**config.mk**
```make
export PLATFORM = sky130hd
export DESIGN_NAME = byte_dma_ctrl
export DESIGN_NICKNAME = d
export VERILOG_FILES = /design/src/hdl/dma_pkg.sv /design/src/hdl/byte_dma_ctrl.sv /design/src/hdl/dma_timer.sv /design/src/hdl/dma_channel.sv
export VERILOG_INCLUDE_DIRS = /design/src /design/src/hdl
export SDC_FILE = /design/constraint.sdc
export NUM_CORES = 1
export LEC_CHECK = 0
export ABC_AREA = 0
export BUFFER_PORTS_ARGS = -buffer_cell sky130_fd_sc_hd__buf_2
export CORE_MARGIN = 2
export CORE_UTILIZATION = 40
export CTS_CLUSTER_DIAMETER = 200
export DETAILED_ROUTE_END_ITERATION = 10
export SLEW_MARGIN = 10
export SYNTH_ARGS = -nofsm -noshare
export SYNTH_HDL_FRONTEND = slang
export SYNTH_SLANG_ARGS = --single-unit
export TNS_END_PERCENT = 50
```
**constraint.sdc**
```tcl
create_clock -name clk_i -period 2.6 [get_ports clk_i]
set_clock_uncertainty 0.1 [all_clocks]
set_input_delay 0.13 -clock clk_i [delete_from_list [all_inputs] [get_ports clk_i]]
set_output_delay 0.13 -clock clk_i [all_outputs]
set_load 0.005 [all_outputs]
```
**src/hdl/dma_regs.svh**
```systemverilog
`ifndef DMA_REGS_SVH
`define DMA_REGS_SVH

`define DMA_VBASE_OFS    8'h00
`define DMA_STATUS_OFS   8'h04
`define DMA_CHMODE_OFS   8'h08
`define DMA_CHMODE_STEP  8'h04

`define DMA_VBASE_LSB    7
`define DMA_VBASE_MSB    23
`define DMA_DE_BIT       7
`define DMA_SRC_MSB      1
`define DMA_SEL_MSB      1
`define DMA_DIR_BIT      2
`define DMA_BYP_BIT      3
`define DMA_EN_BIT       7
`define DMA_DMAT_LSB     8
`define DMA_DMAT_MSB     15
`define DMA_P_BIT        16
`define DMA_P_LANE       2

`define DMA_VEC_ADR_MSB  23
`define DMA_VEC_CNT_LSB  24
`define DMA_VEC_CNT_MSB  31
`define DMA_CNT_LAST     8'h01
`define DMA_SEL_ALL      4'hf

`define DMA_SRC_MODULE   2'h0
`define DMA_SRC_TIMER    2'h1
`define DMA_SRC_PORT0    2'h2
`define DMA_SRC_PORT1    2'h3

`endif

```
**src/hdl/dma_pkg.sv**
```systemverilog
package dma_pkg;

  localparam int NUM_CH = 3;

  typedef enum logic [1:0] {
    ST_IDLE   = 2'b00,
    ST_VEC_RD = 2'b01,
    ST_VEC_WR = 2'b11,
    ST_XFER   = 2'b10
  } dma_state_t;

endpackage

```
**src/hdl/byte_dma_ctrl.sv**
```systemverilog
`timescale 1ns/10ps
`default_nettype none
`include "dma_regs.svh"
module byte_dma_ctrl
  import dma_pkg::*;
#(
  parameter int DIV_W = 16
)
(
  input  wire logic        clk_i,
  input  wire logic        rst_i,
  input  wire logic        wb_cyc_i,
  input  wire logic        wb_stb_i,
  input  wire logic        wb_we_i,
  input  wire logic [7:0]  wb_adr_i,
  input  wire logic [3:0]  wb_sel_i,
  input  wire logic [31:0] wb_dat_i,
  output logic      [31:0] wb_dat_o,
  output logic             wb_ack_o,
  output logic             mem_cyc_o,
  output logic             mem_stb_o,
  output logic             mem_we_o,
  output logic      [23:0] mem_adr_o,
  output logic      [3:0]  mem_sel_o,
  output logic      [31:0] mem_dat_o,
  input  wire logic [31:0] mem_dat_i,
  input  wire logic        mem_ack_i,
  output logic             cpu_hold_o,
  input  wire logic [2:0]  channel_request_in_i,
  input  wire logic [1:0]  port_irq_i,
  input  wire logic [7:0]  pixel_bus_data_reg_i,
  input  wire logic [7:0]  serial0_data_reg_i,
  input  wire logic [7:0]  serial1_data_reg_i,
  output logic      [7:0]  periph_wdata_o,
  output logic      [2:0]  periph_wr_o,
  output logic      [2:0]  transfer_ack_o,
  output logic      [2:0]  sequence_done_irq_o,
  output logic             pixel_bus_seq_end_o
);

  function automatic logic [31:0] merge(input logic [31:0] old, input logic [31:0] dat,
                                        input logic [3:0] sel);
    logic [31:0] res;
    res = old;
    for (int b = 0; b < 4; b++)
    begin
      if (sel[b])
      begin
        res[8*b +: 8] = dat[8*b +: 8];
      end
    end
    return res;
  endfunction

  logic [16:0]              vbase_reg, vbase_next;
  logic                     de_reg, de_next;
  logic [NUM_CH-1:0][1:0]   sel_reg, sel_next;
  logic [NUM_CH-1:0][7:0]   dmat_reg, dmat_next;
  logic [NUM_CH-1:0]        dir_reg, dir_next, byp_reg, byp_next, en_reg, en_next;
  logic [31:0]              rdat_reg, rdat_next;
  logic                     wack_reg, wack_next;
  logic [NUM_CH-1:0]        sw_clr, pend, byp_irq, tick, active;
  logic [NUM_CH-1:0][31:0]  chw;
  logic [31:0]              tmp;
  logic                     wr, rd;
  logic [1:0]               pirq_s1, pirq_s2, src;

  dma_state_t               state_reg, state_next;
  logic [1:0]               ch_reg, ch_next;
  logic [23:0]              vaddr_reg, vaddr_next, vec_adr;
  logic [7:0]               vcnt_reg, vcnt_next, pbyte, wdata_reg, wdata_next;
  logic                     mcyc_reg, mcyc_next, mwe_reg, mwe_next;
  logic [23:0]              madr_reg, madr_next;
  logic [3:0]               msel_reg, msel_next;
  logic [31:0]              mdat_reg, mdat_next;
  logic [NUM_CH-1:0]        ack_reg, ack_next, done_reg, done_next, pwr_reg, pwr_next;
  logic [NUM_CH-1:0]        end_clr, pend_clr, ch_oh;
  logic                     pix_reg;

  for (genvar k = 0; k < NUM_CH; k++)
  begin : g_ch
    dma_timer #(.DIV_W(DIV_W)) u_timer (
      .clk_i  (clk_i),
      .rst_i  (rst_i),
      .run_i  (de_reg),
      .exp_i  (dmat_reg[k]),
      .tick_o (tick[k])
    );
    dma_channel u_chan (
      .clk_i        (clk_i),
      .rst_i        (rst_i),
      .module_req_i (channel_request_in_i[k]),
      .timer_tick_i (tick[k]),
      .port_irq_i   (pirq_s2),
      .src_sel_i    (sel_reg[k]),
      .bypass_i     (byp_reg[k]),
      .done_clr_i   (pend_clr[k]),
      .sw_clr_i     (sw_clr[k]),
      .pending_o    (pend[k]),
      .bypass_irq_o (byp_irq[k])
    );
  end

  always_comb
  begin
    active = pend & en_reg & {NUM_CH{de_reg}};
    // Higher priority number wins; 0 means no channel is selected.
    if (active[2])      src = 2'h3;
    else if (active[1]) src = 2'h2;
    else if (active[0]) src = 2'h1;
    else                src = 2'h0;
    for (int k = 0; k < NUM_CH; k++)
    begin
      chw[k] = {15'h0000, pend[k], dmat_reg[k], en_reg[k], 3'h0, byp_reg[k], dir_reg[k],
                sel_reg[k]};
    end
  end

  always_comb
  begin
    tmp        = 32'h0000_0000;
    wr         = wb_cyc_i && wb_stb_i && wb_we_i && !wack_reg;
    rd         = wb_cyc_i && wb_stb_i && !wb_we_i && !wack_reg;
    wack_next  = wb_cyc_i && wb_stb_i && !wack_reg;
    rdat_next  = 32'h0000_0000;
    vbase_next = vbase_reg;
    de_next    = de_reg;
    sel_next   = sel_reg;
    dmat_next  = dmat_reg;
    dir_next   = dir_reg;
    byp_next   = byp_reg;
    en_next    = en_reg & ~end_clr;
    sw_clr     = '0;
    if (wb_adr_i == `DMA_VBASE_OFS)
    begin
      tmp = merge({8'h00, vbase_reg, 7'h00}, wb_dat_i, wb_sel_i);
      if (wr) vbase_next = tmp[`DMA_VBASE_MSB:`DMA_VBASE_LSB];
      if (rd) rdat_next = {8'h00, vbase_reg, 7'h00};
    end
    if (wb_adr_i == `DMA_STATUS_OFS)
    begin
      tmp = merge({24'h000000, de_reg, 7'h00}, wb_dat_i, wb_sel_i);
      if (wr) de_next = tmp[`DMA_DE_BIT];
      if (rd) rdat_next = {24'h000000, de_reg, 5'h00, src};
    end
    for (int k = 0; k < NUM_CH; k++)
    begin
      if (wb_adr_i == `DMA_CHMODE_OFS + 8'(k) * `DMA_CHMODE_STEP)
      begin
        tmp = merge(chw[k], wb_dat_i, wb_sel_i);
        if (wr)
        begin
          sel_next[k]  = tmp[`DMA_SEL_MSB:0];
          dir_next[k]  = tmp[`DMA_DIR_BIT];
          byp_next[k]  = tmp[`DMA_BYP_BIT];
          en_next[k]   = tmp[`DMA_EN_BIT];
          dmat_next[k] = tmp[`DMA_DMAT_MSB:`DMA_DMAT_LSB];
          sw_clr[k]    = wb_sel_i[`DMA_P_LANE] && !wb_dat_i[`DMA_P_BIT];
        end
        if (rd) rdat_next = chw[k];
      end
    end
  end

  always_comb
  begin
    state_next = state_reg;
    ch_next    = ch_reg;
    vaddr_next = vaddr_reg;
    vcnt_next  = vcnt_reg;
    mcyc_next  = mcyc_reg;
    mwe_next   = mwe_reg;
    madr_next  = madr_reg;
    msel_next  = msel_reg;
    mdat_next  = mdat_reg;
    wdata_next = wdata_reg;
    ack_next   = '0;
    pwr_next   = '0;
    end_clr    = '0;
    pend_clr   = '0;
    done_next  = byp_irq;
    ch_oh      = 3'b001 << ch_reg;
    vec_adr    = {vbase_reg, 7'h00} + {20'h00000, ch_reg + 2'h1, 2'b00};
    case (ch_reg)
      2'h0:    pbyte = pixel_bus_data_reg_i;
      2'h1:    pbyte = serial0_data_reg_i;
      default: pbyte = serial1_data_reg_i;
    endcase
    // Each access is issued after one idle bus cycle and held until acknowledged.
    case (state_reg)
      ST_IDLE:
        if (src != 2'h0)
        begin
          ch_next    = src - 2'h1;
          state_next = ST_VEC_RD;
        end
      ST_VEC_RD:
        if (!mcyc_reg)
        begin
          mcyc_next = 1'b1;
          mwe_next  = 1'b0;
          madr_next = vec_adr;
          msel_next = `DMA_SEL_ALL;
        end
        else if (mem_ack_i)
        begin
          mcyc_next  = 1'b0;
          vaddr_next = mem_dat_i[`DMA_VEC_ADR_MSB:0];
          vcnt_next  = mem_dat_i[`DMA_VEC_CNT_MSB:`DMA_VEC_CNT_LSB];
          state_next = ST_VEC_WR;
        end
      ST_VEC_WR:
        if (!mcyc_reg)
        begin
          mcyc_next = 1'b1;
          mwe_next  = 1'b1;
          madr_next = vec_adr;
          mdat_next = {vcnt_reg - 8'h01, vaddr_reg + 24'h000001};
        end
        else if (mem_ack_i)
        begin
          mcyc_next  = 1'b0;
          state_next = ST_XFER;
        end
      ST_XFER:
        if (!mcyc_reg)
        begin
          mcyc_next = 1'b1;
          mwe_next  = !dir_reg[ch_reg];
          madr_next = vaddr_reg;
          msel_next = 4'h1 << vaddr_reg[1:0];
          mdat_next = {4{pbyte}};
        end
        else if (mem_ack_i)
        begin
          mcyc_next  = 1'b0;
          wdata_next = mem_dat_i[8*madr_reg[1:0] +: 8];
          pwr_next   = dir_reg[ch_reg] ? ch_oh : '0;
          ack_next   = ch_oh;
          pend_clr   = ch_oh;
          if (vcnt_reg == `DMA_CNT_LAST)
          begin
            end_clr   = ch_oh;
            done_next = byp_irq | ch_oh;
          end
          state_next = ST_IDLE;
        end
      default: state_next = ST_IDLE;
    endcase
  end

  always_ff @(posedge clk_i)
  begin
    if (rst_i)
    begin
      vbase_reg <= '0;
      de_reg    <= 1'b0;
      sel_reg   <= '0;
      dmat_reg  <= '0;
      dir_reg   <= '0;
      byp_reg   <= '0;
      en_reg    <= '0;
      rdat_reg  <= '0;
      wack_reg  <= 1'b0;
      pirq_s1   <= '0;
      pirq_s2   <= '0;
      state_reg <= ST_IDLE;
      ch_reg    <= '0;
      vaddr_reg <= '0;
      vcnt_reg  <= '0;
      mcyc_reg  <= 1'b0;
      mwe_reg   <= 1'b0;
      madr_reg  <= '0;
      msel_reg  <= '0;
      mdat_reg  <= '0;
      wdata_reg <= '0;
      ack_reg   <= '0;
      pwr_reg   <= '0;
      done_reg  <= '0;
      pix_reg   <= 1'b0;
    end
    else
    begin
      vbase_reg <= vbase_next;
      de_reg    <= de_next;
      sel_reg   <= sel_next;
      dmat_reg  <= dmat_next;
      dir_reg   <= dir_next;
      byp_reg   <= byp_next;
      en_reg    <= en_next;
      rdat_reg  <= rdat_next;
      wack_reg  <= wack_next;
      pirq_s1   <= port_irq_i;
      pirq_s2   <= pirq_s1;
      state_reg <= state_next;
      ch_reg    <= ch_next;
      vaddr_reg <= vaddr_next;
      vcnt_reg  <= vcnt_next;
      mcyc_reg  <= mcyc_next;
      mwe_reg   <= mwe_next;
      madr_reg  <= madr_next;
      msel_reg  <= msel_next;
      mdat_reg  <= mdat_next;
      wdata_reg <= wdata_next;
      ack_reg   <= ack_next;
      pwr_reg   <= pwr_next;
      done_reg  <= done_next;
      pix_reg   <= done_next[0];
    end
  end

  assign wb_dat_o            = rdat_reg;
  assign wb_ack_o            = wack_reg;
  assign mem_cyc_o           = mcyc_reg;
  assign mem_stb_o           = mcyc_reg;
  assign cpu_hold_o          = mcyc_reg;
  assign mem_we_o            = mwe_reg;
  assign mem_adr_o           = madr_reg;
  assign mem_sel_o           = msel_reg;
  assign mem_dat_o           = mdat_reg;
  assign periph_wdata_o      = wdata_reg;
  assign periph_wr_o         = pwr_reg;
  assign transfer_ack_o      = ack_reg;
  assign sequence_done_irq_o = done_reg;
  assign pixel_bus_seq_end_o = pix_reg;
endmodule // byte_dma_ctrl
`default_nettype wire

```
**src/hdl/dma_timer.sv**
```systemverilog
`timescale 1ns/10ps
`default_nettype none
module dma_timer
#(
  parameter int DIV_W = 16
)
(
  input  wire logic       clk_i,
  input  wire logic       rst_i,
  input  wire logic       run_i,
  input  wire logic [7:0] exp_i,
  output logic            tick_o
);

  if (DIV_W < 2 || DIV_W > 24)
  begin : g_chk
    $error("dma_timer: DIV_W out of range");
  end

  logic [DIV_W-1:0] cnt_reg;
  logic [DIV_W-1:0] cnt_next;
  logic [DIV_W-1:0] mask;
  logic             tick_reg;
  logic             tick_next;

  // Exponents beyond the counter width saturate to the slowest rate.
  always_comb
  begin
    mask = '0;
    for (int i = 0; i < DIV_W; i++)
    begin
      if (i <= int'(exp_i))
      begin
        mask[i] = 1'b1;
      end
    end
    cnt_next  = run_i ? cnt_reg + 1'b1 : '0;
    tick_next = run_i && ((cnt_reg & mask) == mask);
  end

  always_ff @(posedge clk_i)
  begin
    if (rst_i)
    begin
      cnt_reg  <= '0;
      tick_reg <= 1'b0;
    end
    else
    begin
      cnt_reg  <= cnt_next;
      tick_reg <= tick_next;
    end
  end

  assign tick_o = tick_reg;

endmodule // dma_timer
`default_nettype wire

```
**src/hdl/dma_channel.sv**
```systemverilog
`timescale 1ns/10ps
`default_nettype none
`include "dma_regs.svh"
module dma_channel
(
  input  wire logic       clk_i,
  input  wire logic       rst_i,
  input  wire logic       module_req_i,
  input  wire logic       timer_tick_i,
  input  wire logic [1:0] port_irq_i,
  input  wire logic [1:0] src_sel_i,
  input  wire logic       bypass_i,
  input  wire logic       done_clr_i,
  input  wire logic       sw_clr_i,
  output logic            pending_o,
  output logic            bypass_irq_o
);

  logic req_sel;
  logic prev_reg;
  logic pend_reg;
  logic pend_next;
  logic birq_reg;
  logic birq_next;
  logic rise;

  always_comb
  begin
    case (src_sel_i)
      `DMA_SRC_MODULE: req_sel = module_req_i;
      `DMA_SRC_TIMER:  req_sel = timer_tick_i;
      `DMA_SRC_PORT0:  req_sel = port_irq_i[0];
      `DMA_SRC_PORT1:  req_sel = port_irq_i[1];
      default:         req_sel = 1'b0;
    endcase
    rise = req_sel && !prev_reg;
    // A new request beats a clear in the same cycle, so no request is lost.
    pend_next = (rise && !bypass_i) || (pend_reg && !done_clr_i && !sw_clr_i);
    birq_next = rise && bypass_i;
  end

  always_ff @(posedge clk_i)
  begin
    if (rst_i)
    begin
      prev_reg <= 1'b0;
      pend_reg <= 1'b0;
      birq_reg <= 1'b0;
    end
    else
    begin
      prev_reg <= req_sel;
      pend_reg <= pend_next;
      birq_reg <= birq_next;
    end
  end

  assign pending_o    = pend_reg;
  assign bypass_irq_o = birq_reg;

endmodule // dma_channel
`default_nettype wire

```
==> metrics, run 1 <==
run status=finished, final reports clean; final weighted congestion of routability-driven global placement=0.887; number of buffers added by the clock tree synthesis step=29; Final nets=1835; Top Family by Delay on Critical Path=buffers and inverters; Critical Path Max Stage Delay=0.56 ns; Worst Path Class, Setup=in -> reg; Worst EP arrival=2.90 ns; pre-CTS setup slack=0.233 ns; via count of the first global-routing pass=10.8k; number of clock sinks seen by CTS=258; Hold Path Class=in -> reg; detailed router's first-iteration violation count=944; count of final setup violators=0; Pleak=5.76 nW; Routed WL=37500 um; Post-synth ARST share=0%; Largest register FFs=48; count of distinct cell types in the synthesized netlist=72; effective utilization at floorplan=40.8%; total DRC errors in the routed layout=0; DRT Pass-1 Iters=5; most area-consuming cells after synthesis=sky130_fd_sc_hd__dfxtp_1 (44%), sky130_fd_sc_hd__nand2_1 (7.2%), sky130_fd_sc_hd__a21oi_1 (6.5%); clock slew at reported path FFs=0.07 ns; Worst Tran Pin Value=0.668 ns; sequential area share after synthesis=43.9%; peak supply drop=0.480 mV; number of placement rows=62; FMAX=401 MHz; total via count in the routed design=11.5k; Detail Route Antenna Nets=0; Setup crit end kind=flop; total routing usage reported by global routing=23.6%; commonest cells after routing, fill and taps aside=sky130_fd_sc_hd__dfxtp_1 (258), sky130_fd_sc_hd__nand2_1 (225), sky130_fd_sc_hd__buf_2 (201); endpoints failing hold=0; count of flip-flops with a built-in enable after synthesis=0; kind of start point of the critical path=primary input; Yosys Warn Count=0; Total Die Area=0.0308 mm^2; leading cell type in the layout, fill and taps excluded=sky130_fd_sc_hd__dfxtp_1; floorplan core area=0.0289 mm^2; global-route wire length before repair=58500 um; Avg Cell Area, Syn=8.17 um^2; required time reported for the critical path endpoint=3.00 ns; Reg2Reg Setup Slack=0.25 ns; most frequent cell on the critical path=sky130_fd_sc_hd__dlygate4sd3_1; via density per instance=5.43; number of top-level pins=226; accumulated negative setup slack=0 ns; maximum number of buffers from clock root to sink=3; pin count of the biggest net entering global routing=55; crit path max-delay cell type=sky130_fd_sc_hd__dlygate4sd3_1; area share of the largest cell type after synthesis=43.9%; relative max-transition margin=55.5%; total count of max-transition violations in the final report=0; CTS tree=yes; Mapped Cells=1442; antenna diode count=0; share of layout cells above drive strength 1=19.8%; Clk Tree Root Cell=sky130_fd_sc_hd__clkbuf_16; main flop type after synthesis=sky130_fd_sc_hd__dfxtp_1; period utilisation layout=95.9%; post-detail-place hpwl=26900 um; critical path, cell by cell=dlygate4sd3_1 -> buf_2 -> or3b_2 -> or3_1 -> nor2_2 -> nand2_1 -> a21oi_1 -> dlygate4sd3_1; total standard cell area after synthesis=0.0118 mm^2; RSZ-0062 raised after global routing=no; height of the chip=176 um; buffer count from post-CTS setup fixing=0; crit path time final=2.49 ns; register bit total from synthesis=258; power density over the cells=558 mW/mm^2; final setup slack of the worst path=0.107 ns; largest fanout of any net on the critical path=13; cell type contributing the most total cell area after synthesis=sky130_fd_sc_hd__dfxtp_1; H-Tree Level Count=1; routed wirelength normalized by instance count=17.7 um; horizontal extent of the die=176 um; overflow left after global routing=0; max-cap viol count=0; number of antenna violations at the first check in global routing=0; # port buffers=202; Layout Area Growth over Synthesis=27.2%; Worst-Skew Late Latency=0.55 ns; count of buffer and inverter cells on the critical path=3
-- where the power goes --
part	internal [mW]	switching, mW
Clock	2.40	1.65
Combinational	0.164	0.184
Sequential	3.96	0.00977
-- layer usage --
metal | wire (um) | global-route usage, % | vias to the layer above
met5 | 0 | 0 | -
met4 | 1160 | 7.68 | 0
met3 | 2430 | 3.79 | 74
met2 | 17600 | 39.0 | 416
met1 | 16400 | 31.7 | 5454
li1 | - | - | 5560
-- tightest hold or removal path, delay by kind of cell --
kind | cells | cell delay (ns)
buffers and inverters | 1 | 0.08
AOI/OAI and AO/OA | 3 | 0.40
-- what timing repair did --
action	CTS	global route
resized for setup	0	2
endpoints found under the hold margin	112	0
hold buffers	72	0
endpoints found under the setup margin	0	2
-- synthesized netlist by cell type (5+ instances only) --
cell type and instances:
sky130_fd_sc_hd__dfxtp_1 258, sky130_fd_sc_hd__nand2_1 225, sky130_fd_sc_hd__nor2_1 165, sky130_fd_sc_hd__a21oi_1 153, sky130_fd_sc_hd__o21ai_0 82, sky130_fd_sc_hd__clkbuf_1 79, sky130_fd_sc_hd__nand3_1 48, sky130_fd_sc_hd__nor3_1 34
sky130_fd_sc_hd__inv_1 32, sky130_fd_sc_hd__mux2i_1 30, sky130_fd_sc_hd__xor2_1 30, sky130_fd_sc_hd__xnor2_1 28, sky130_fd_sc_hd__a311oi_1 23, sky130_fd_sc_hd__nand4_1 20, sky130_fd_sc_hd__nor2b_1 17, sky130_fd_sc_hd__nor4_1 15
sky130_fd_sc_hd__buf_4 14, sky130_fd_sc_hd__and2_1 13, sky130_fd_sc_hd__ha_1 13, sky130_fd_sc_hd__mux4_2 12, sky130_fd_sc_hd__a211oi_1 9, sky130_fd_sc_hd__buf_1 9, sky130_fd_sc_hd__or3_1 9, sky130_fd_sc_hd__o22ai_1 7
sky130_fd_sc_hd__a22oi_1 6, sky130_fd_sc_hd__and4_1 6, sky130_fd_sc_hd__nand2b_1 6, sky130_fd_sc_hd__nor3b_1 6, sky130_fd_sc_hd__a22o_1 5, sky130_fd_sc_hd__a31oi_1 5
-- path summary, 6_finish.rpt --
check | start | to | depth (start not counted)
worst max-delay path | wb_adr_i[3] | chw[65] | 8
worst min-delay path | serial0_data_reg_i[0] | mem_dat_o[24] | 4
worst max register to register | state_reg[1] | periph_wdata_o[2] | 5
worst min register to register | g_ch[1].u_chan.prev_reg | g_ch[1].u_chan.bypass_irq_o | 1
-- stage by stage --
stage / cells / total power [mW] / area (um^2) / hold slack, ns / util [%]
2_1_floorplan: 1452 / 4.18 / 11800 / 0.157 / -
3_3_place_gp: 1992 / 4.32 / 13300 / 0.248 / 46.1
3_5_place_dp: 1992 / 4.32 / 13300 / 0.255 / 46.1
4_1_cts: 2117 / 8.41 / 15000 / 0.00100 / 51.9
5_1_grt: 2117 / 8.63 / 15000 / 0.0205 / 51.9
6_report: 2117 / 8.36 / 15000 / 0.0118 / 51.9
-- cell type report --
class | count | area, um^2
clock buffers | 43 | 828
clock inverters | 10 | 114
fillers | 2757 | 13900
inverters | 32 | 120
multi-input cells | 1057 | 6100
flip-flops and latches | 258 | 5160
well taps | 384 | 480
repair buffers | 333 | 2180
-- cells by family after synthesis --
| kind of cell | Yosys count | synth area share, % |
|---|---|---|
| flops | 258 | 43.9 |
| buf+inv | 137 | 4.84 |
| xor+xnor | 58 | 4.31 |
| compound gates | 338 | 17.2 |
| mux | 44 | 5.04 |
| fa+ha+maj | 14 | 1.47 |
| other cells | 1 | 0.0318 |
| simple gates | 592 | 23.2 |
Power figures use the tool's default switching activity.
==> run 2: changes to the inputs <==
Settings changed: BUFFER_PORTS_ARGS -buffer_cell sky130_fd_sc_hd__buf_2 to -buffer_cell sky130_fd_sc_hd__buf_4, CTS_BUF_LIST set to sky130_fd_sc_hd__clkbuf_16.
==> run 2 against run 1 <==
Worst setup slack better by 0.14 ns. Sequential share of layout area down 0.94 points. Power down 2.4%. Global-route usage down 0.053 points. Count of clock-buffer cells in the layout down 14. Sequential power about the same. Critical path depth unchanged. First-iteration DRC count unchanged. Core utilization up 1.4 points. Highest routed layer unchanged.
==> metrics, run 2 (same netlist as run 1, synthesis figures left out) <==
total DRC errors in the routed layout=0 (unchanged); Setup crit end kind=flop; height of the chip=176 um (unchanged); pin count of the biggest net entering global routing=159 (+190%); antenna diode count=0 (unchanged); Hold Path Class=in -> reg; overflow left after global routing=0 (unchanged); via count of the first global-routing pass=10.8k (-0.21%); count of final setup violators=0 (unchanged); via density per instance=5.40 (-0.60%); Reg2Reg Setup Slack=0.24 ns (about the same); post-detail-place hpwl=27000 um (+0.11%); number of antenna violations at the first check in global routing=0 (unchanged); required time reported for the critical path endpoint=2.99 ns (about the same); power density over the cells=530 mW/mm^2 (-5.0%); floorplan core area=0.0289 mm^2 (unchanged); WHS Path Cells=4 (unchanged); Worst-Skew Late Latency=0.57 ns (+0.02 ns); number of placement rows=62 (unchanged); accumulated negative setup slack=0 ns (unchanged); leading cell type in the layout, fill and taps excluded=sky130_fd_sc_hd__dfxtp_1; crit path time final=2.36 ns (-0.138 ns); largest fanout of any net on the critical path=9 (-4); peak supply drop=0.506 mV (+5.5%); max-cap viol count=0 (unchanged); total routing usage reported by global routing=23.6% (-0.053 points); Pleak=5.80 nW (+0.68%); met1 track demand over resource=31.6% (-0.061 points); routed wirelength normalized by instance count=17.8 um (+0.40%); Clk Tree Root Cell=sky130_fd_sc_hd__clkbuf_16; number of buffers added by the clock tree synthesis step=29 (unchanged); run status=finished, final reports clean; Worst Path Class, Setup=reg -> reg; commonest cells after routing, fill and taps aside=sky130_fd_sc_hd__dfxtp_1 (258), sky130_fd_sc_hd__buf_4 (253), sky130_fd_sc_hd__nand2_1 (225); period utilisation layout=90.6% (-5.3 points); Min Hold Slack=0.0108 ns (-0.00102 ns); endpoints failing hold=0 (unchanged); total via count in the routed design=11.4k (-0.97%); Layout Area Growth over Synthesis=30.8%; Total Die Area=0.0308 mm^2 (unchanged); Final nets=1830 (-0.27%); total count of max-transition violations in the final report=0 (unchanged); FMAX=425 MHz (+5.9%); maximum number of buffers from clock root to sink=3 (unchanged); final weighted congestion of routability-driven global placement=0.884 (-0.39%); fill cell total of the finished layout=2764 (+0.25%); H-Tree Level Count=1 (unchanged); kind of start point of the critical path=flop; global-route wire length before repair=58400 um (-0.18%); met3 Resource Use GR=3.51% (-0.28 points); relative max-transition margin=50.8% (-4.7 points); number of top-level pins=226 (unchanged); Routed WL=37500 um (about the same); share of layout cells above drive strength 1=19.3% (-0.49 points); RSZ-0062 raised after global routing=no; detailed router's first-iteration violation count=944 (unchanged); effective utilization at floorplan=40.8% (unchanged); CTS tree=yes; layer with the highest usage after global routing=met2; DRT Pass-1 Iters=5 (unchanged); GR Layer Usage met2=38.5% (-0.41 points); number of clock sinks seen by CTS=258 (unchanged); buffer count from post-CTS setup fixing=0 (unchanged); Largest register FFs=48 (unchanged); Worst Tran Pin Value=0.738 ns (+0.0703 ns); Worst EP arrival=2.75 ns (-0.15 ns); depth of the worst register-to-register path=8 (+3); # port buffers=202 (unchanged); Detail Route Antenna Nets=0 (unchanged); horizontal extent of the die=176 um (unchanged); clock slew at reported path FFs=0.06 ns (about the same)
-- run 2: cell count changes in the layout (fill, tap and decap cells not counted), moves of 2 or more --
cell,before,now
sky130_fd_sc_hd__inv_1,32,37
sky130_fd_sc_hd__clkbuf_1,9,0
sky130_fd_sc_hd__clkinv_1,0,5
sky130_fd_sc_hd__buf_4,60,253
sky130_fd_sc_hd__clkinv_2,3,6
sky130_fd_sc_hd__buf_2,201,0
sky130_fd_sc_hd__clkinvlp_4,4,2
sky130_fd_sc_hd__clkbuf_8,5,0
sky130_fd_sc_hd__buf_12,0,2
-- run 2: path summary, 6_finish.rpt --
path,from,endpoint
max reg2reg,ch_reg[0],mem_dat_o[0]
min reg2reg,g_ch[0].u_chan.prev_reg,g_ch[0].u_chan.bypass_irq_o
min,pixel_bus_data_reg_i[0],mem_dat_o[24]
max,ch_reg[0],mem_dat_o[0]
-- run 2: area by class of cell --
type                            instances  area, um^2  area share [%]
Inverter                               32         120           0.780
Multi-Input combinational cell       1057        6100            39.6
Sequential cell                       258        5160            33.5
Timing Repair Buffer                  328        2670            17.3
Clock buffer                           29         726            4.71
Tap cell                              384         480            3.12
Clock inverter                         21         141           0.918
-- run 2: report_power, final --
group / total (mW) / switching, mW / internal [mW]
Combinational: 0.397 / 0.188 / 0.209
Clock: 3.80 / 1.67 / 2.12
Sequential: 3.97 / 0.00958 / 3.96
-- run 2: routing by layer --
layer	up-vias	wire length (um)
met5	-	0
met4	0	1350
met3	83	2450
met2	395	17300
met1	5358	16500
li1	5556	-
-- run 2: worst max-delay path, stage by stage (launching register included) --
cell and delay (ns):
sky130_fd_sc_hd__dfxtp_1 0.42, sky130_fd_sc_hd__inv_1 0.09, sky130_fd_sc_hd__ha_1 0.33, sky130_fd_sc_hd__nor2_2 0.21, sky130_fd_sc_hd__buf_4 0.15, sky130_fd_sc_hd__nand2_1 0.05
sky130_fd_sc_hd__a21o_1 0.21, sky130_fd_sc_hd__dlygate4sd3_1 0.58, sky130_fd_sc_hd__a21oi_1 0.12
-- run 2: through the flow --
step / cells / setup slack (ns) / util [%] / instance area, um^2 / power [mW]
CTS: 2109 / 0.190 / 53.4 / 15400 / 8.22
floorplan: 1452 / 0.466 / - / 11800 / 4.18
finish: 2109 / 0.245 / 53.4 / 15400 / 8.17
detailed placement: 1986 / 0.245 / 47.8 / 13800 / 4.36
global placement: 1986 / 0.274 / 47.8 / 13800 / 4.36
global route: 2109 / 0.0707 / 53.4 / 15400 / 8.41
-- run 2: what timing repair did --
| action | in CTS | in global routing |
|---|---|---|
| hold buffers | 73 | 0 |
| setup endpoints to repair | 0 | 1 |
| resized for setup | 0 | 1 |
| endpoints found under the hold margin | 120 | 0 |
